==> src/core/dcfpf_pkg.sv <==
// Purpose: shared constants and types for the programmable-flag buffer
// Assumes: one clock, synchronous active-high system reset
// Notes: offsets are 16-bit values built from two 8-bit registers
package dcfpf_pkg;
    localparam int DATA_W = 9;
    localparam int DEPTH_DEF = 64;
    localparam int OFFS_W = 8;
    localparam int OFFS_NUM = 4;
    localparam int OFFS_SEL_W = 2;
    localparam int CMP_W = 17;
    // offset register positions in the load sequence
    localparam logic [1:0] OFFS_AE_LOW = 2'h0;
    localparam logic [1:0] OFFS_AE_HIGH = 2'h1;
    localparam logic [1:0] OFFS_AF_LOW = 2'h2;
    localparam logic [1:0] OFFS_AF_HIGH = 2'h3;
    localparam logic [7:0] OFFS_LOW_RST = 8'h07;
    localparam logic [7:0] OFFS_HIGH_RST = 8'h00;
    localparam logic [8:0] DATA_RST = 9'h000;

    typedef enum logic {
        DCFPF_MODE_TWO_EN,
        DCFPF_MODE_LOAD
    } dcfpf_mode_e;

    typedef struct packed {
        logic empty_n;
        logic full_n;
        logic almost_empty_n;
        logic almost_full_n;
    } dcfpf_flags_s;

    localparam dcfpf_flags_s FLAGS_RST = '{empty_n: 1'b0, full_n: 1'b1,
                                           almost_empty_n: 1'b0, almost_full_n: 1'b1};
endpackage : dcfpf_pkg

==> src/core/dcfpf_top.sv <==
// Purpose: buffer with empty, full and programmable almost flags
// Assumes: write and read sides share clk_sys_in; pins are synchronous
// Notes: storage is a separate parameterised module in this file
`timescale 1ns/1ps

////////////////////////////////////////////////////////////////////////////////
module dcfpf_store #(
    parameter int WIDTH = 9,
    parameter int DEPTH = 16,
    parameter int CNT_W = $clog2(DEPTH + 1)
) (
    input wire logic clk_sys_in,
    input wire logic clear_in,
    input wire logic in_valid_in,
    output logic in_ready_out,
    input wire logic [WIDTH-1:0] in_data_in,
    output logic out_valid_out,
    input wire logic out_ready_in,
    output logic [WIDTH-1:0] out_data_out,
    output logic [CNT_W-1:0] count_out
);
    localparam int PTR_W = (DEPTH > 1) ? $clog2(DEPTH) : 1;
    localparam logic [PTR_W-1:0] PTR_LAST = PTR_W'(DEPTH - 1);

    logic [WIDTH-1:0] mem_ff [DEPTH];
    logic [PTR_W-1:0] wr_ptr_ff;
    logic [PTR_W-1:0] rd_ptr_ff;
    logic [CNT_W-1:0] count_ff;
    logic push;
    logic pop;

    assign in_ready_out = (count_ff != CNT_W'(DEPTH));
    assign out_valid_out = (count_ff != '0);
    assign push = in_valid_in && in_ready_out;
    assign pop = out_ready_in && out_valid_out;
    assign out_data_out = mem_ff[rd_ptr_ff];
    assign count_out = count_ff;

    always_ff @(posedge clk_sys_in) begin
        if (push) begin
            mem_ff[wr_ptr_ff] <= in_data_in;
        end
    end

    always_ff @(posedge clk_sys_in) begin
        if (clear_in) begin
            wr_ptr_ff <= '0;
        end else if (push) begin
            wr_ptr_ff <= (wr_ptr_ff == PTR_LAST) ? '0 : wr_ptr_ff + 1'b1;
        end
    end

    always_ff @(posedge clk_sys_in) begin
        if (clear_in) begin
            rd_ptr_ff <= '0;
        end else if (pop) begin
            rd_ptr_ff <= (rd_ptr_ff == PTR_LAST) ? '0 : rd_ptr_ff + 1'b1;
        end
    end

    always_ff @(posedge clk_sys_in) begin
        if (clear_in) begin
            count_ff <= '0;
        end else if (push && !pop) begin
            count_ff <= count_ff + 1'b1;
        end else if (pop && !push) begin
            count_ff <= count_ff - 1'b1;
        end
    end
endmodule : dcfpf_store

////////////////////////////////////////////////////////////////////////////////
module dcfpf_top #(
    parameter int DEPTH = dcfpf_pkg::DEPTH_DEF
) (
    input wire logic clk_sys_in,
    input wire logic sys_rst_in,
    input wire logic reset_n_in,
    input wire logic write_enable_primary_n_in,
    input wire logic write_enable_second_or_offset_load_in,
    input wire logic read_enable_primary_n_in,
    input wire logic read_enable_secondary_n_in,
    input wire logic output_enable_n_in,
    input wire logic [dcfpf_pkg::DATA_W-1:0] write_data_in,
    output logic [dcfpf_pkg::DATA_W-1:0] read_data_out,
    output logic read_data_oe_out,
    output logic empty_flag_n_out,
    output logic full_flag_n_out,
    output logic almost_empty_flag_n_out,
    output logic almost_full_flag_n_out
);
    localparam int CNT_W = $clog2(DEPTH + 1);
    localparam int CW = dcfpf_pkg::CMP_W;

    logic rst;
    dcfpf_pkg::dcfpf_mode_e mode_ff;
    dcfpf_pkg::dcfpf_mode_e nxt_mode;
    dcfpf_pkg::dcfpf_flags_s flags;
    dcfpf_pkg::dcfpf_flags_s nxt_flags;
    logic empty_n_ff;
    logic full_n_ff;
    logic almost_empty_n_ff;
    logic almost_full_n_ff;
    logic [dcfpf_pkg::DATA_W-1:0] nxt_read_data;
    logic [dcfpf_pkg::OFFS_W-1:0] offs_ff [dcfpf_pkg::OFFS_NUM];
    logic [dcfpf_pkg::OFFS_SEL_W-1:0] offs_wr_sel_ff;
    logic [dcfpf_pkg::OFFS_SEL_W-1:0] offs_rd_sel_ff;
    logic [dcfpf_pkg::DATA_W-1:0] read_data_ff;
    logic wr_data_req;
    logic rd_both_low;
    logic load_active;
    logic offs_wr;
    logic offs_rd;
    logic in_ready;
    logic out_valid;
    logic wr_take;
    logic rd_take;
    logic [dcfpf_pkg::DATA_W-1:0] store_data;
    logic [CNT_W-1:0] count;
    logic [CW-1:0] ae_n;
    logic [CW-1:0] af_m;

    assign rst = sys_rst_in || !reset_n_in;
    assign load_active = (mode_ff == dcfpf_pkg::DCFPF_MODE_LOAD)
                         && !write_enable_second_or_offset_load_in;
    assign rd_both_low = !read_enable_primary_n_in && !read_enable_secondary_n_in;

    // mode from second input
    // only the device reset pin samples the mode; system reset forces two-enable
    always_comb begin
        nxt_mode = mode_ff;
        if (sys_rst_in) begin
            nxt_mode = dcfpf_pkg::DCFPF_MODE_TWO_EN;
        end else if (!reset_n_in) begin
            nxt_mode = write_enable_second_or_offset_load_in
                       ? dcfpf_pkg::DCFPF_MODE_TWO_EN : dcfpf_pkg::DCFPF_MODE_LOAD;
        end
    end

    always_ff @(posedge clk_sys_in) begin
        mode_ff <= nxt_mode;
    end

    always_comb begin
        case (mode_ff)
            dcfpf_pkg::DCFPF_MODE_TWO_EN: begin
                wr_data_req = !write_enable_primary_n_in
                              && write_enable_second_or_offset_load_in;
            end
            dcfpf_pkg::DCFPF_MODE_LOAD: begin
                wr_data_req = !write_enable_primary_n_in && !load_active;
            end
            default: begin
                wr_data_req = 1'b0;
            end
        endcase
    end

    assign wr_take = wr_data_req && in_ready && flags.full_n && !rst;
    assign rd_take = rd_both_low && !load_active && out_valid && flags.empty_n && !rst;

    assign offs_wr = load_active && !write_enable_primary_n_in && !rst;
    assign offs_rd = load_active && rd_both_low && !rst;

    dcfpf_store #(
        .WIDTH(dcfpf_pkg::DATA_W),
        .DEPTH(DEPTH),
        .CNT_W(CNT_W)
    ) u_store (
        .clk_sys_in(clk_sys_in),
        .clear_in(rst),
        .in_valid_in(wr_take),
        .in_ready_out(in_ready),
        .in_data_in(write_data_in),
        .out_valid_out(out_valid),
        .out_ready_in(rd_take),
        .out_data_out(store_data),
        .count_out(count)
    );

    ////////////////////////////////////////////////////////////////////////////
    // default offsets of seven
    generate
        for (genvar i = 0; i < dcfpf_pkg::OFFS_NUM; i++) begin : g_offs
            localparam logic [dcfpf_pkg::OFFS_SEL_W-1:0] SEL = dcfpf_pkg::OFFS_SEL_W'(i);
            localparam logic [dcfpf_pkg::OFFS_W-1:0] RST_VAL = ((i % 2) == 0)
                ? dcfpf_pkg::OFFS_LOW_RST : dcfpf_pkg::OFFS_HIGH_RST;
            always_ff @(posedge clk_sys_in) begin
                if (rst) begin
                    offs_ff[i] <= RST_VAL;
                end else if (offs_wr && offs_wr_sel_ff == SEL) begin
                    offs_ff[i] <= write_data_in[dcfpf_pkg::OFFS_W-1:0];
                end
            end
        end
    endgenerate

    always_ff @(posedge clk_sys_in) begin
        if (rst) begin
            offs_wr_sel_ff <= dcfpf_pkg::OFFS_AE_LOW;
        end else if (offs_wr) begin
            offs_wr_sel_ff <= offs_wr_sel_ff + 1'b1;
        end
    end

    always_ff @(posedge clk_sys_in) begin
        if (rst) begin
            offs_rd_sel_ff <= dcfpf_pkg::OFFS_AE_LOW;
        end else if (offs_rd) begin
            offs_rd_sel_ff <= offs_rd_sel_ff + 1'b1;
        end
    end

    ////////////////////////////////////////////////////////////////////////////
    // output register
    // a refused read leaves the last good word in place
    always_comb begin
        nxt_read_data = read_data_ff;
        if (rst) begin
            nxt_read_data = dcfpf_pkg::DATA_RST;
        end else if (offs_rd) begin
            nxt_read_data = {1'b0, offs_ff[offs_rd_sel_ff]};
        end else if (rd_take) begin
            nxt_read_data = store_data;
        end
    end

    always_ff @(posedge clk_sys_in) begin
        read_data_ff <= nxt_read_data;
    end

    assign read_data_out = read_data_ff;
    assign read_data_oe_out = !output_enable_n_in;

    ////////////////////////////////////////////////////////////////////////////
    // flags are one clock behind the count; gating on both keeps it safe
    assign ae_n = {1'b0, offs_ff[dcfpf_pkg::OFFS_AE_HIGH], offs_ff[dcfpf_pkg::OFFS_AE_LOW]};
    assign af_m = {1'b0, offs_ff[dcfpf_pkg::OFFS_AF_HIGH], offs_ff[dcfpf_pkg::OFFS_AF_LOW]};

    // next flag levels from the settled word count
    always_comb begin
        nxt_flags.empty_n = (count != '0);
        nxt_flags.full_n = (count != CNT_W'(DEPTH));
        nxt_flags.almost_empty_n = (CW'(count) > ae_n);
        nxt_flags.almost_full_n = ((CW'(count) + af_m) < CW'(DEPTH));
    end

    always_ff @(posedge clk_sys_in) begin
        if (rst) begin
            empty_n_ff <= dcfpf_pkg::FLAGS_RST.empty_n;
        end else begin
            empty_n_ff <= nxt_flags.empty_n;
        end
    end

    always_ff @(posedge clk_sys_in) begin
        if (rst) begin
            full_n_ff <= dcfpf_pkg::FLAGS_RST.full_n;
        end else begin
            full_n_ff <= nxt_flags.full_n;
        end
    end

    always_ff @(posedge clk_sys_in) begin
        if (rst) begin
            almost_empty_n_ff <= dcfpf_pkg::FLAGS_RST.almost_empty_n;
        end else begin
            almost_empty_n_ff <= nxt_flags.almost_empty_n;
        end
    end

    always_ff @(posedge clk_sys_in) begin
        if (rst) begin
            almost_full_n_ff <= dcfpf_pkg::FLAGS_RST.almost_full_n;
        end else begin
            almost_full_n_ff <= nxt_flags.almost_full_n;
        end
    end

    assign flags.empty_n = empty_n_ff;
    assign flags.full_n = full_n_ff;
    assign flags.almost_empty_n = almost_empty_n_ff;
    assign flags.almost_full_n = almost_full_n_ff;

    assign empty_flag_n_out = flags.empty_n;
    assign full_flag_n_out = flags.full_n;
    assign almost_empty_flag_n_out = flags.almost_empty_n;
    assign almost_full_flag_n_out = flags.almost_full_n;
endmodule : dcfpf_top

==> config.mk <==
export PLATFORM = sky130hd
export DESIGN_NAME = dcfpf_top
export DESIGN_NICKNAME = d
export VERILOG_FILES = /design/src/core/dcfpf_pkg.sv /design/src/core/dcfpf_top.sv
export SDC_FILE = /design/constraint.sdc
export NUM_CORES = 1
export LEC_CHECK = 0
export BUFFER_PORTS_ARGS = -buffer_cell sky130_fd_sc_hd__buf_2
export CORE_UTILIZATION = 43
export CTS_CLUSTER_SIZE = 30
export DETAILED_ROUTE_END_ITERATION = 8
export PLACE_DENSITY = 0.65
export SYNTH_ARGS = -nofsm -noshare
export SYNTH_HDL_FRONTEND = slang
export SYNTH_SLANG_ARGS = --single-unit
==> constraint.sdc <==
create_clock -name clk_sys_in -period 4 [get_ports clk_sys_in]
set_input_delay 0.2 -clock clk_sys_in [delete_from_list [all_inputs] [get_ports clk_sys_in]]
set_output_delay 0.2 -clock clk_sys_in [all_outputs]
set_load 0.01 [all_outputs]
==> results of run 1 <==
## cells in the mapped netlist, drive strengths merged (2+ instances only)
cell / n / area share [%]
nor4: 4 / 0.095
a31oi: 11 / 0.26
buf: 47 / 1.1
o211ai: 5 / 0.14
a21o: 4 / 0.11
clkbuf: 22 / 0.33
a221o: 3 / 0.11
o31ai: 2 / 0.057
or3: 2 / 0.048
a22oi: 26 / 0.74
nor3: 13 / 0.25
a21oi: 32 / 0.61
a211oi: 6 / 0.17
nand4: 9 / 0.21
or4: 4 / 0.11
mux2i: 65 / 2.5
o22ai: 6 / 0.14
or3b: 6 / 0.20
a2111oi: 6 / 0.22
nand2: 50 / 0.72
dfxtp: 45 / 3.4
and3: 35 / 0.84
mux4: 140 / 12
o21bai: 4 / 0.11
or2: 8 / 0.19
inv: 14 / 0.20
o21a: 4 / 0.11
nor2b: 24 / 0.57
ha: 26 / 1.2
and2: 4 / 0.095
edfxtp: 608 / 70
xnor2: 6 / 0.20
nor2: 101 / 1.4
o21ai: 13 / 0.25
xor2: 9 / 0.30
nand2b: 6 / 0.14
mux2: 3 / 0.13
nand3b: 3 / 0.086
nand3: 23 / 0.44
## worst min path at each step
| stage | startpoint | endpoint | slack (ns) |
|---|---|---|---|
| 3_3_place_gp | sys_rst_in | mode_ff$_SDFFE_PP0N_ | 0.39 |
| 5_1_grt | write_data_in[5] | u_store.mem_ff[32][5]$_DFFE_PP_ | 0.1 |
| 4_1_cts | read_enable_secondary_n_in | offs_rd_sel_ff[0]$_SDFFE_PP0P_ | 0.02 |
| 3_5_place_dp | sys_rst_in | mode_ff$_SDFFE_PP0N_ | 0.40 |
| 2_1_floorplan | sys_rst_in | mode_ff$_SDFFE_PP0N_ | 0.27 |
| 6_report | read_enable_secondary_n_in | offs_rd_sel_ff[0]$_SDFFE_PP0P_ | 0.06 |
## logic make-up (layout without fill, tap and decap cells)
logic type,Yosys count,after routing
AOI/OAI and AO/OA,125,125
xor gates and xnor gates,15,15
adders and majority gates,27,27
buffers and inverters,83,259
DFF,653,653
muxes,208,208
and+or+nand+nor,295,295
## state kept, by name, summed over array words and instances (netlist names), named ones only
register,cells
u_store.mem_ff,576
almost_empty_flag_n_out,1
offs_ff,32
empty_flag_n_out,1
u_store.count_out,7
mode_ff,1
offs_wr_sel_ff,2
u_store.wr_ptr_ff,6
u_store.rd_ptr_ff,6
full_flag_n_out,1
offs_rd_sel_ff,2
almost_full_flag_n_out,1
read_data_out,9
## cell type report
type	instances	area [um^2]
fill	4815	30400
sequential	653	19200
multi-input combinational	670	6630
clock buffer	81	1700
timing repair buffer	133	986
tap	782	978
clock inverter	31	329
inverter	14	52.6
## per-layer routing
layer  vias up  GRT usage, %  share of wire, %
met4         0          4.99               2.2
met5         -             0                 0
met2       491          30.9                48
li1       5944             -                 -
met3        82          3.62               7.3
met1      7057          26.8                43
## where the power goes
part / switching (W) / internal, W / leakage, nW
Sequential: 0.0000121 / 0.00747 / 5.88
Combinational: 0.000153 / 0.0000424 / 2.64
Clock: 0.00246 / 0.00337 / 0.993
## critical path: stages, from the launching register on
cell and delay, ns:
dfxtp_1 0.38, nor4_2 0.44, a21oi_1 0.14, and3_1 0.23
inv_2 0.25, ha_1 0.23, inv_1 0.15, fa_1 0.45
a21o_1 0.19, a21oi_1 0.24, o21bai_1 0.09, a21oi_1 0.18
mux2i_1 0.23, mux2i_1 0.20
## timing repair
action	CTS	global route
hold buffers	5	0
gates resized for setup	0	1
endpoints found under the hold margin	11	0
setup endpoints to repair	0	1
## per-stage QoR
stage / std cells / hold WS [ns] / utilization, % / total power, W / cell area (um^2)
6_report: 2364 / 0.0622 / 49.5 / 0.0135 / 29800
5_1_grt: 2364 / 0.0996 / 49.5 / 0.0139 / 29800
4_1_cts: 2364 / 0.0173 / 49.5 / 0.0136 / 29800
3_5_place_dp: 2247 / 0.398 / 46.1 / 0.00782 / 27800
3_3_place_gp: 2247 / 0.386 / 46.1 / 0.00781 / 27800
2_1_floorplan: 1406 / 0.272 / - / 0.00768 / 26200
==> results.ini, run 1 <==
[run_status]
status = completed

[sta]
finalHoldViolCount = 0
setup_tns_ns = 0
fin_worst_skew_ns = 0.0297
rsz0062_at_grt = false
timing.final.crit_share_pct = 86.6
setup_ws_ns = 0.537
maxSlewViolCount = 0
fmax_mhz = 289
post-route-min-period_ns = 3.46
final-setup-viol-count = 0
slew_headroom_pct = 19.2
tightest_slew_ns = 1.21

[pwr]
ir_drop_v = 0.000351
power_density_mw_per_mm2 = 453
leakage_nw = 9.50

[cells_and_area]
num-nets-final = 1577
area_growth_pct = 13.9
final_common_cell = edfxtp_1
final_cell_mix = edfxtp_1 (608), mux4_2 (134), nor2_1 (101)
diodes = 0
drive_gt1_share_pct = 23.3

[global_routing]
grt-ovfl-total = 0
grt_max_degree = 69
grt_first_pass_wirelength_mm = 87.8
grt_usage_pct = 19.1
grt_pass1_vias = 13600
antenna_found_initial = 0

[yosys]
async_flop_share_pct = 0
synth_top_flop_cell = edfxtp_1
synth_edf_count = 608
ys.warnings.count = 0
syn-cell-area_mm2 = 0.0262
synth_cell_types = 56
syn-instance-count = 1406
muxShareOfSynthArea_pct = 14.7
synthXorXnorAreaFrac_pct = 0.501
synth_nets = 1450
synth_top_family_by_area = multiplexers
synth_compound_area_share_pct = 3.17
synthAdderAreaFrac_pct = 1.32
synth.avg_cell_area_um2 = 18.6
ys_ff_latch = 653
synth-seq-area-share_pct = 73.1
yosys.area_share.simple_pct = 5.54

[clock_network]
cts_buffers = 61
htree_levels = 2
clock-sinks = 653
cts_setup_buffers = 0
clkLatencyLatePin_ns = 0.63
cts_tree = yes
clk_path_buf_depth = 3
clockRootBuffer = clkbuf_16
path_clk_slew_ns = 0.06

[setup_path]
worst-r2r-setup-slack_ns = 0.54
critPathLaunchType = flop
rr_startpoint = u_store.count_out[3]$_SDFFE_PP0P_
crit_start = u_store.count_out[3]$_SDFFE_PP0P_
ff2ff_path_depth = 13
critPathCaptureType = flop
timing.setup.critical_path_class = flop to flop
required_ns = 4.56
critPathCapture = u_store.count_out[6]$_SDFFE_PP0P_
rr_endpoint = u_store.count_out[6]$_SDFFE_PP0P_
arrival_ns = 4.02
critPathMaxFanout = 18

[die]
fp.dieW_um = 249
chipHeight_um = 249
core-area_mm2 = 0.0602
ioPinCount = 31
initial_core_util_pct = 43.5
dieArea_mm2 = 0.0619
rows = 90

[detailed_routing]
route.detailed.drc = 0
vias_per_cell = 5.74
firstDrtPassIters = 5
vias = 13600
wl_mm = 59.0
antenna_left = 0
wl_per_cell_um = 25.0
drtIter0Drc = 1405

[placement]
routabilityCongestion = 0.856
place_ws_ns = 0.353
port_buffers = 30
hpwl_mm = 37.5

[worst_hold_path]
worstHoldPathCells = 4
hp-class = input pin to flop

[run]
cap_violations = 0

Power figures use the tool's default switching activity.
==> run 2: changes to the inputs <==
Settings changed: ABC_AREA set to 1.
==> results.ini, run 2 <==
[yosys]
syn-cell-area_mm2 = 0.0277
ys.warnings.count = 0
synth_area_leaders = edfxtp_1 (66%), nand2_1 (11%), nand3_1 (8.4%)
synthTopCellsByCount = nand2_1 (777), edfxtp_1 (608), nand3_1 (468)
synth_top_flop_cell = edfxtp_1
synth_edf_count = 608
synth_cell_types = 41
synth_top_area_share_pct = 65.8
yosysMostFrequentCell = nand2_1
synth-seq-area-share_pct = 69.1
async_flop_share_pct = 0
synth.avg_cell_area_um2 = 11.1
synth_nets = 2548
ys_ff_latch = 653
synth_top_area_cell = edfxtp_1
syn-instance-count = 2504

[sta]
maxSlewViolCount = 0
fin_worst_skew_ns = 0.0192
post-route-min-period_ns = 3.14
setup_tns_ns = 0
finalHoldViolCount = 0
tightest_slew_ns = 1.18
slew_headroom_pct = 21.1
setup_ws_ns = 0.860
timing.final.crit_share_pct = 78.5
final-setup-viol-count = 0
rsz0062_at_grt = false
fmax_mhz = 318

[cells_and_area]
final_common_cell = nand2_1
seqCellArea_mm2 = 0.0192
area_growth_pct = 9.96
largest_register_ffs = 576
multi_input_area_mm2 = 0.00737
final_cell_mix = nand2_1 (777), edfxtp_1 (608), nand3_1 (468)
finalInstanceArea_mm2 = 0.0305
num-nets-final = 2547
finalNonFillerCells = 3397
diodes = 0
regMostFlops = u_store.mem_ff
drive_gt1_share_pct = 6.90
fillers = 5613

[placement]
place_ws_ns = 0.941
routabilityCongestion = 0.908
dpl_cell_area_mm2 = 0.0284
port_buffers = 30
hpwl_mm = 43.2
dp_cells = 3276

[global_routing]
grt_usage_pct = 21.6
grt_max_degree = 214
grt_pass1_vias = 18000
grt_first_pass_wirelength_mm = 108
antenna_found_initial = 2
grt-ovfl-total = 0

[clock_network]
clk_path_buf_depth = 3
clock-sinks = 653
path_clk_slew_ns = 0.06
cts_buffers = 69
htree_levels = 3
cts_setup_buffers = 0
ctsResizeCount = 0
clkLatencyLatePin_ns = 0.59
clockRootBuffer = clkbuf_16
cts_tree = yes

[run_status]
status = completed

[die]
fp.dieW_um = 256
ioPinCount = 31
core-area_mm2 = 0.0634
initial_core_util_pct = 43.7
chipHeight_um = 256
dieArea_mm2 = 0.0655
rows = 92

[setup_path]
critPathLaunchType = flop
timing.setup.critical_path_class = flop to flop
ff2ff_path_depth = 17
rr_startpoint = u_store.count_out[3]$_SDFFE_PP0P_
crit_start = u_store.count_out[3]$_SDFFE_PP0P_
critPathCaptureType = flop
arrival_ns = 3.61
required_ns = 4.47
critPathMaxFanout = 7

[pwr]
ir_drop_v = 0.000305
internal-power_w = 0.0110
clkPwrFrac_pct = 43.9
p_seq_share_pct = 54.4
switching_share_pct = 20.0
comb_power_share_pct = 1.7
p_switching_w = 0.00275
leakage_nw = 10.9
power_density_mw_per_mm2 = 451

[detailed_routing]
antenna_left = 0
wl_mm = 71.0
vias_per_cell = 5.53
vias = 18800
drtIter0Drc = 2131
route.detailed.drc = 0
wl_per_cell_um = 20.9
firstDrtPassIters = 5

[run]
cap_violations = 0

[worst_hold_path]
hold_start = write_data_in[3]
worstHoldPathCells = 1
hp-class = input pin to flop

## run 2: final cells by class
cell class,count,area share [%]
clock inverter,32,0.828
tap,846,3.47
inverter,92,1.17
clock buffer,87,6.02
timing repair buffer,63,1.53
multi-input combinational,1624,24.2
sequential,653,62.8
## run 2: timing repair
action,in CTS,in global routing
endpoints found under the hold margin,1,0
hold buffers,2,0
setup endpoints to repair,0,0
## run 2: final timing paths
kind	end	slack, ns
max	u_store.count_out[6]$_SDFFE_PP0P_	0.86
min	u_store.mem_ff[25][3]$_DFFE_PP_	0.05
max reg2reg	u_store.count_out[6]$_SDFFE_PP0P_	0.86
min reg2reg	flop	0.50
## run 2: per-stage QoR
stage          total power (W)  hold slack (ns)  util [%]
2_1_floorplan          0.00770            0.278         -
3_3_place_gp           0.00786            0.376      44.8
3_5_place_dp           0.00787            0.392      44.8
4_1_cts                 0.0138           0.0341      48.1
5_1_grt                 0.0141           0.0454      48.1
6_report                0.0138           0.0510      48.1
## run 2: logic make-up (layout without fill, tap and decap cells)
group / count (synthesis) / count (layout) / synth area share (%)
compound gates: 157 / 157 / 3.03
fa+ha+maj: 27 / 27 / 1.24
xor+xnor: 7 / 7 / 0.221
buf+inv: 227 / 274 / 4.39
flops: 653 / 653 / 69.1
simple gates: 1433 / 1433 / 22.1
## run 2: layer usage
metal  GRT usage [%]  share of wire (%)
met4            6.90                3.0
met5               0                  0
met1            29.5                 42
met2            35.3                 48
met3            3.53                7.6
## run 2: worst max-delay path, stage by stage (launching register included)
cell and delay (ns):
dfxtp_1 0.39, nor4_1 0.42, nand4_1 0.25, nand2_4 0.21, inv_2 0.08, ha_1 0.22
inv_1 0.22, ha_1 0.30, a21oi_1 0.13, nand2_1 0.10, nand2_1 0.07, nand2_1 0.05
a21oi_1 0.16, nor2_1 0.06, nor2_1 0.08, nand2_1 0.07, o21ai_0 0.15, a21oi_1 0.06
## run 2: power groups by stage
stage / Clock [W] / Combinational [W] / Sequential (W)
after floorplan: 0 / 0.0000696 / 0.00763
after global placement: 0 / 0.000234 / 0.00763
after detailed placement: 0 / 0.000237 / 0.00763
after CTS: 0.00610 / 0.000240 / 0.00748
after global routing: 0.00635 / 0.000258 / 0.00748
final: 0.00603 / 0.000239 / 0.00748
==> run 3: changes to the inputs <==
Clock period 4 ns to 2.95 ns, I/O delays scaled along.
==> results.ini, run 3 (synthesis results as in run 2) <==
[run_status]
status = completed

[detailed_routing]
antenna_left = 0
vias_per_cell = 5.46
firstDrtPassIters = 6
wl_per_cell_um = 20.5
vias = 19000
route.detailed.drc = 0
drtIter0Drc = 1938
wl_mm = 71.5

[die]
initial_core_util_pct = 43.7
dieArea_mm2 = 0.0655
ioPinCount = 31
chipHeight_um = 256
rows = 92
core-area_mm2 = 0.0634
fp.dieW_um = 256

[setup_path]
ff2ff_path_depth = 14
critPathMaxFanout = 7
timing.setup.critical_path_class = flop to flop
critPathCaptureType = flop
worst-r2r-setup-slack_ns = 0.26
rr_endpoint = u_store.count_out[5]$_SDFFE_PP0P_
arrival_ns = 3.16
crit_start = u_store.count_out[2]$_SDFFE_PP0P_
cp_num_cells = 14
cp.buffers_inverters = 3
rr_startpoint = u_store.count_out[2]$_SDFFE_PP0P_
critPathLaunchType = flop
worst_path_largest_cell_delay_ns = 0.36
required_ns = 3.42
critPathCapture = u_store.count_out[5]$_SDFFE_PP0P_
crit_slowest_cell = nor4_4
crit_chain = nor4_4, nand4_1, nand2_4, inv_2, ha_1, inv_2, ha_1, a21oi_1, nand2_1, a21oi_1, o21ai_0, xor2_1, o21ai_0, inv_1
cp_top_family = simple AND/OR/NAND/NOR gates

[global_routing]
grt-ovfl-total = 0
grt_usage_pct = 21.6
grt_pass1_vias = 18200
grt_max_degree = 111
grt_first_pass_wirelength_mm = 108
antenna_found_initial = 0

[clock_network]
cts_tree = yes
cts_setup_buffers = 0
clock-sinks = 653
clk_path_buf_depth = 3
htree_levels = 3
path_clk_slew_ns = 0.06
cts_buffers = 68
clockRootBuffer = clkbuf_16
clkLatencyLatePin_ns = 0.60

[worst_hold_path]
hp-class = input pin to flop

[sta]
timing.final.crit_share_pct = 91.2
setup_ws_ns = 0.260
maxSlewViolCount = 0
setup_tns_ns = 0
finalHoldViolCount = 0
fmax_mhz = 372
final-setup-viol-count = 0
post-route-min-period_ns = 2.69
slew_headroom_pct = 43.0
fin_worst_skew_ns = 0.0285
tightest_slew_ns = 0.855

[run]
cap_violations = 0

[cells_and_area]
finalInstanceArea_mm2 = 0.0314
area_growth_pct = 13.2
fillers = 5510
final_util_pct = 49.5
largest_register_ffs = 576
final_common_cell = nand2_1
diodes = 0
num-nets-final = 2638
drive_gt1_share_pct = 9.91
final_cell_mix = nand2_1 (777), edfxtp_1 (608), nand3_1 (468)
regMostFlops = u_store.mem_ff

[pwr]
clkPwrFrac_pct = 43.5
ir_drop_v = 0.000391
internal-power_w = 0.0149
comb_power_share_pct = 1.9
p_switching_w = 0.00372
p_total_w = 0.0186
p_seq_share_pct = 54.6
switching_share_pct = 20.0
power_density_mw_per_mm2 = 592
leakage_nw = 11.5

[placement]
dpl_cell_area_mm2 = 0.0292
hpwl_mm = 44.1
routabilityCongestion = 0.948
port_buffers = 30
place_ws_ns = 0.0259

run 3: through the flow:
step | hold slack [ns] | cells
after detailed placement | 0.332 | 3361
after floorplan | 0.226 | 2504
after global routing | 0.00927 | 3489
after CTS | 0.00876 | 3489
after global placement | 0.323 | 3361
final | 0.0115 | 3489
run 3: power groups by stage:
stage / Sequential (W) / Clock (W) / Combinational [W]
after floorplan: 0.0103 / 0 / 0.0000944
after global placement: 0.0103 / 0 / 0.000336
after detailed placement: 0.0103 / 0 / 0.000342
after CTS: 0.0101 / 0.00822 / 0.000352
after global routing: 0.0101 / 0.00855 / 0.000380
final: 0.0101 / 0.00809 / 0.000353
run 3: final cells by class:
cell class / count / area, um^2 / share of cell area, %
flip-flops and latches: 653 / 19200 / 61.0
inverters: 92 / 358 / 1.14
clock inverters: 28 / 213 / 0.677
well taps: 846 / 1060 / 3.37
repair buffers: 155 / 1370 / 4.37
clock buffers: 91 / 1850 / 5.90
multi-input cells: 1624 / 7390 / 23.5
run 3: worst min-delay path by stage:
stage,end,from,slack (ns),depth (start not counted)
floorplan,mode_ff$_SDFFE_PP0N_,sys_rst_in,0.23,1
global placement,mode_ff$_SDFFE_PP0N_,sys_rst_in,0.32,2
detailed placement,mode_ff$_SDFFE_PP0N_,sys_rst_in,0.33,2
CTS,u_store.mem_ff[19][4]$_DFFE_PP_,write_data_in[4],0.009,1
global route,u_store.mem_ff[26][4]$_DFFE_PP_,write_data_in[4],0.009,1
finish,u_store.mem_ff[27][4]$_DFFE_PP_,write_data_in[4],0.01,1
run 3: layer usage:
layer / up-vias / wire length, um / track usage (%) / part of all wire (%)
li1: 8896 / - / - / -
met1: 9228 / 29200 / 28.6 / 41
met2: 759 / 34400 / 35.4 / 48
met3: 155 / 5190 / 3.23 / 7.3
met4: 0 / 2700 / 9.20 / 3.8
met5: - / 0 / 0 / 0
run 3: timing repair:
item | CTS | global route
gates resized for setup | 0 | 4
hold buffers | 9 | 0
endpoints found under the hold margin | 48 | 0
endpoints found under the setup margin | 0 | 3
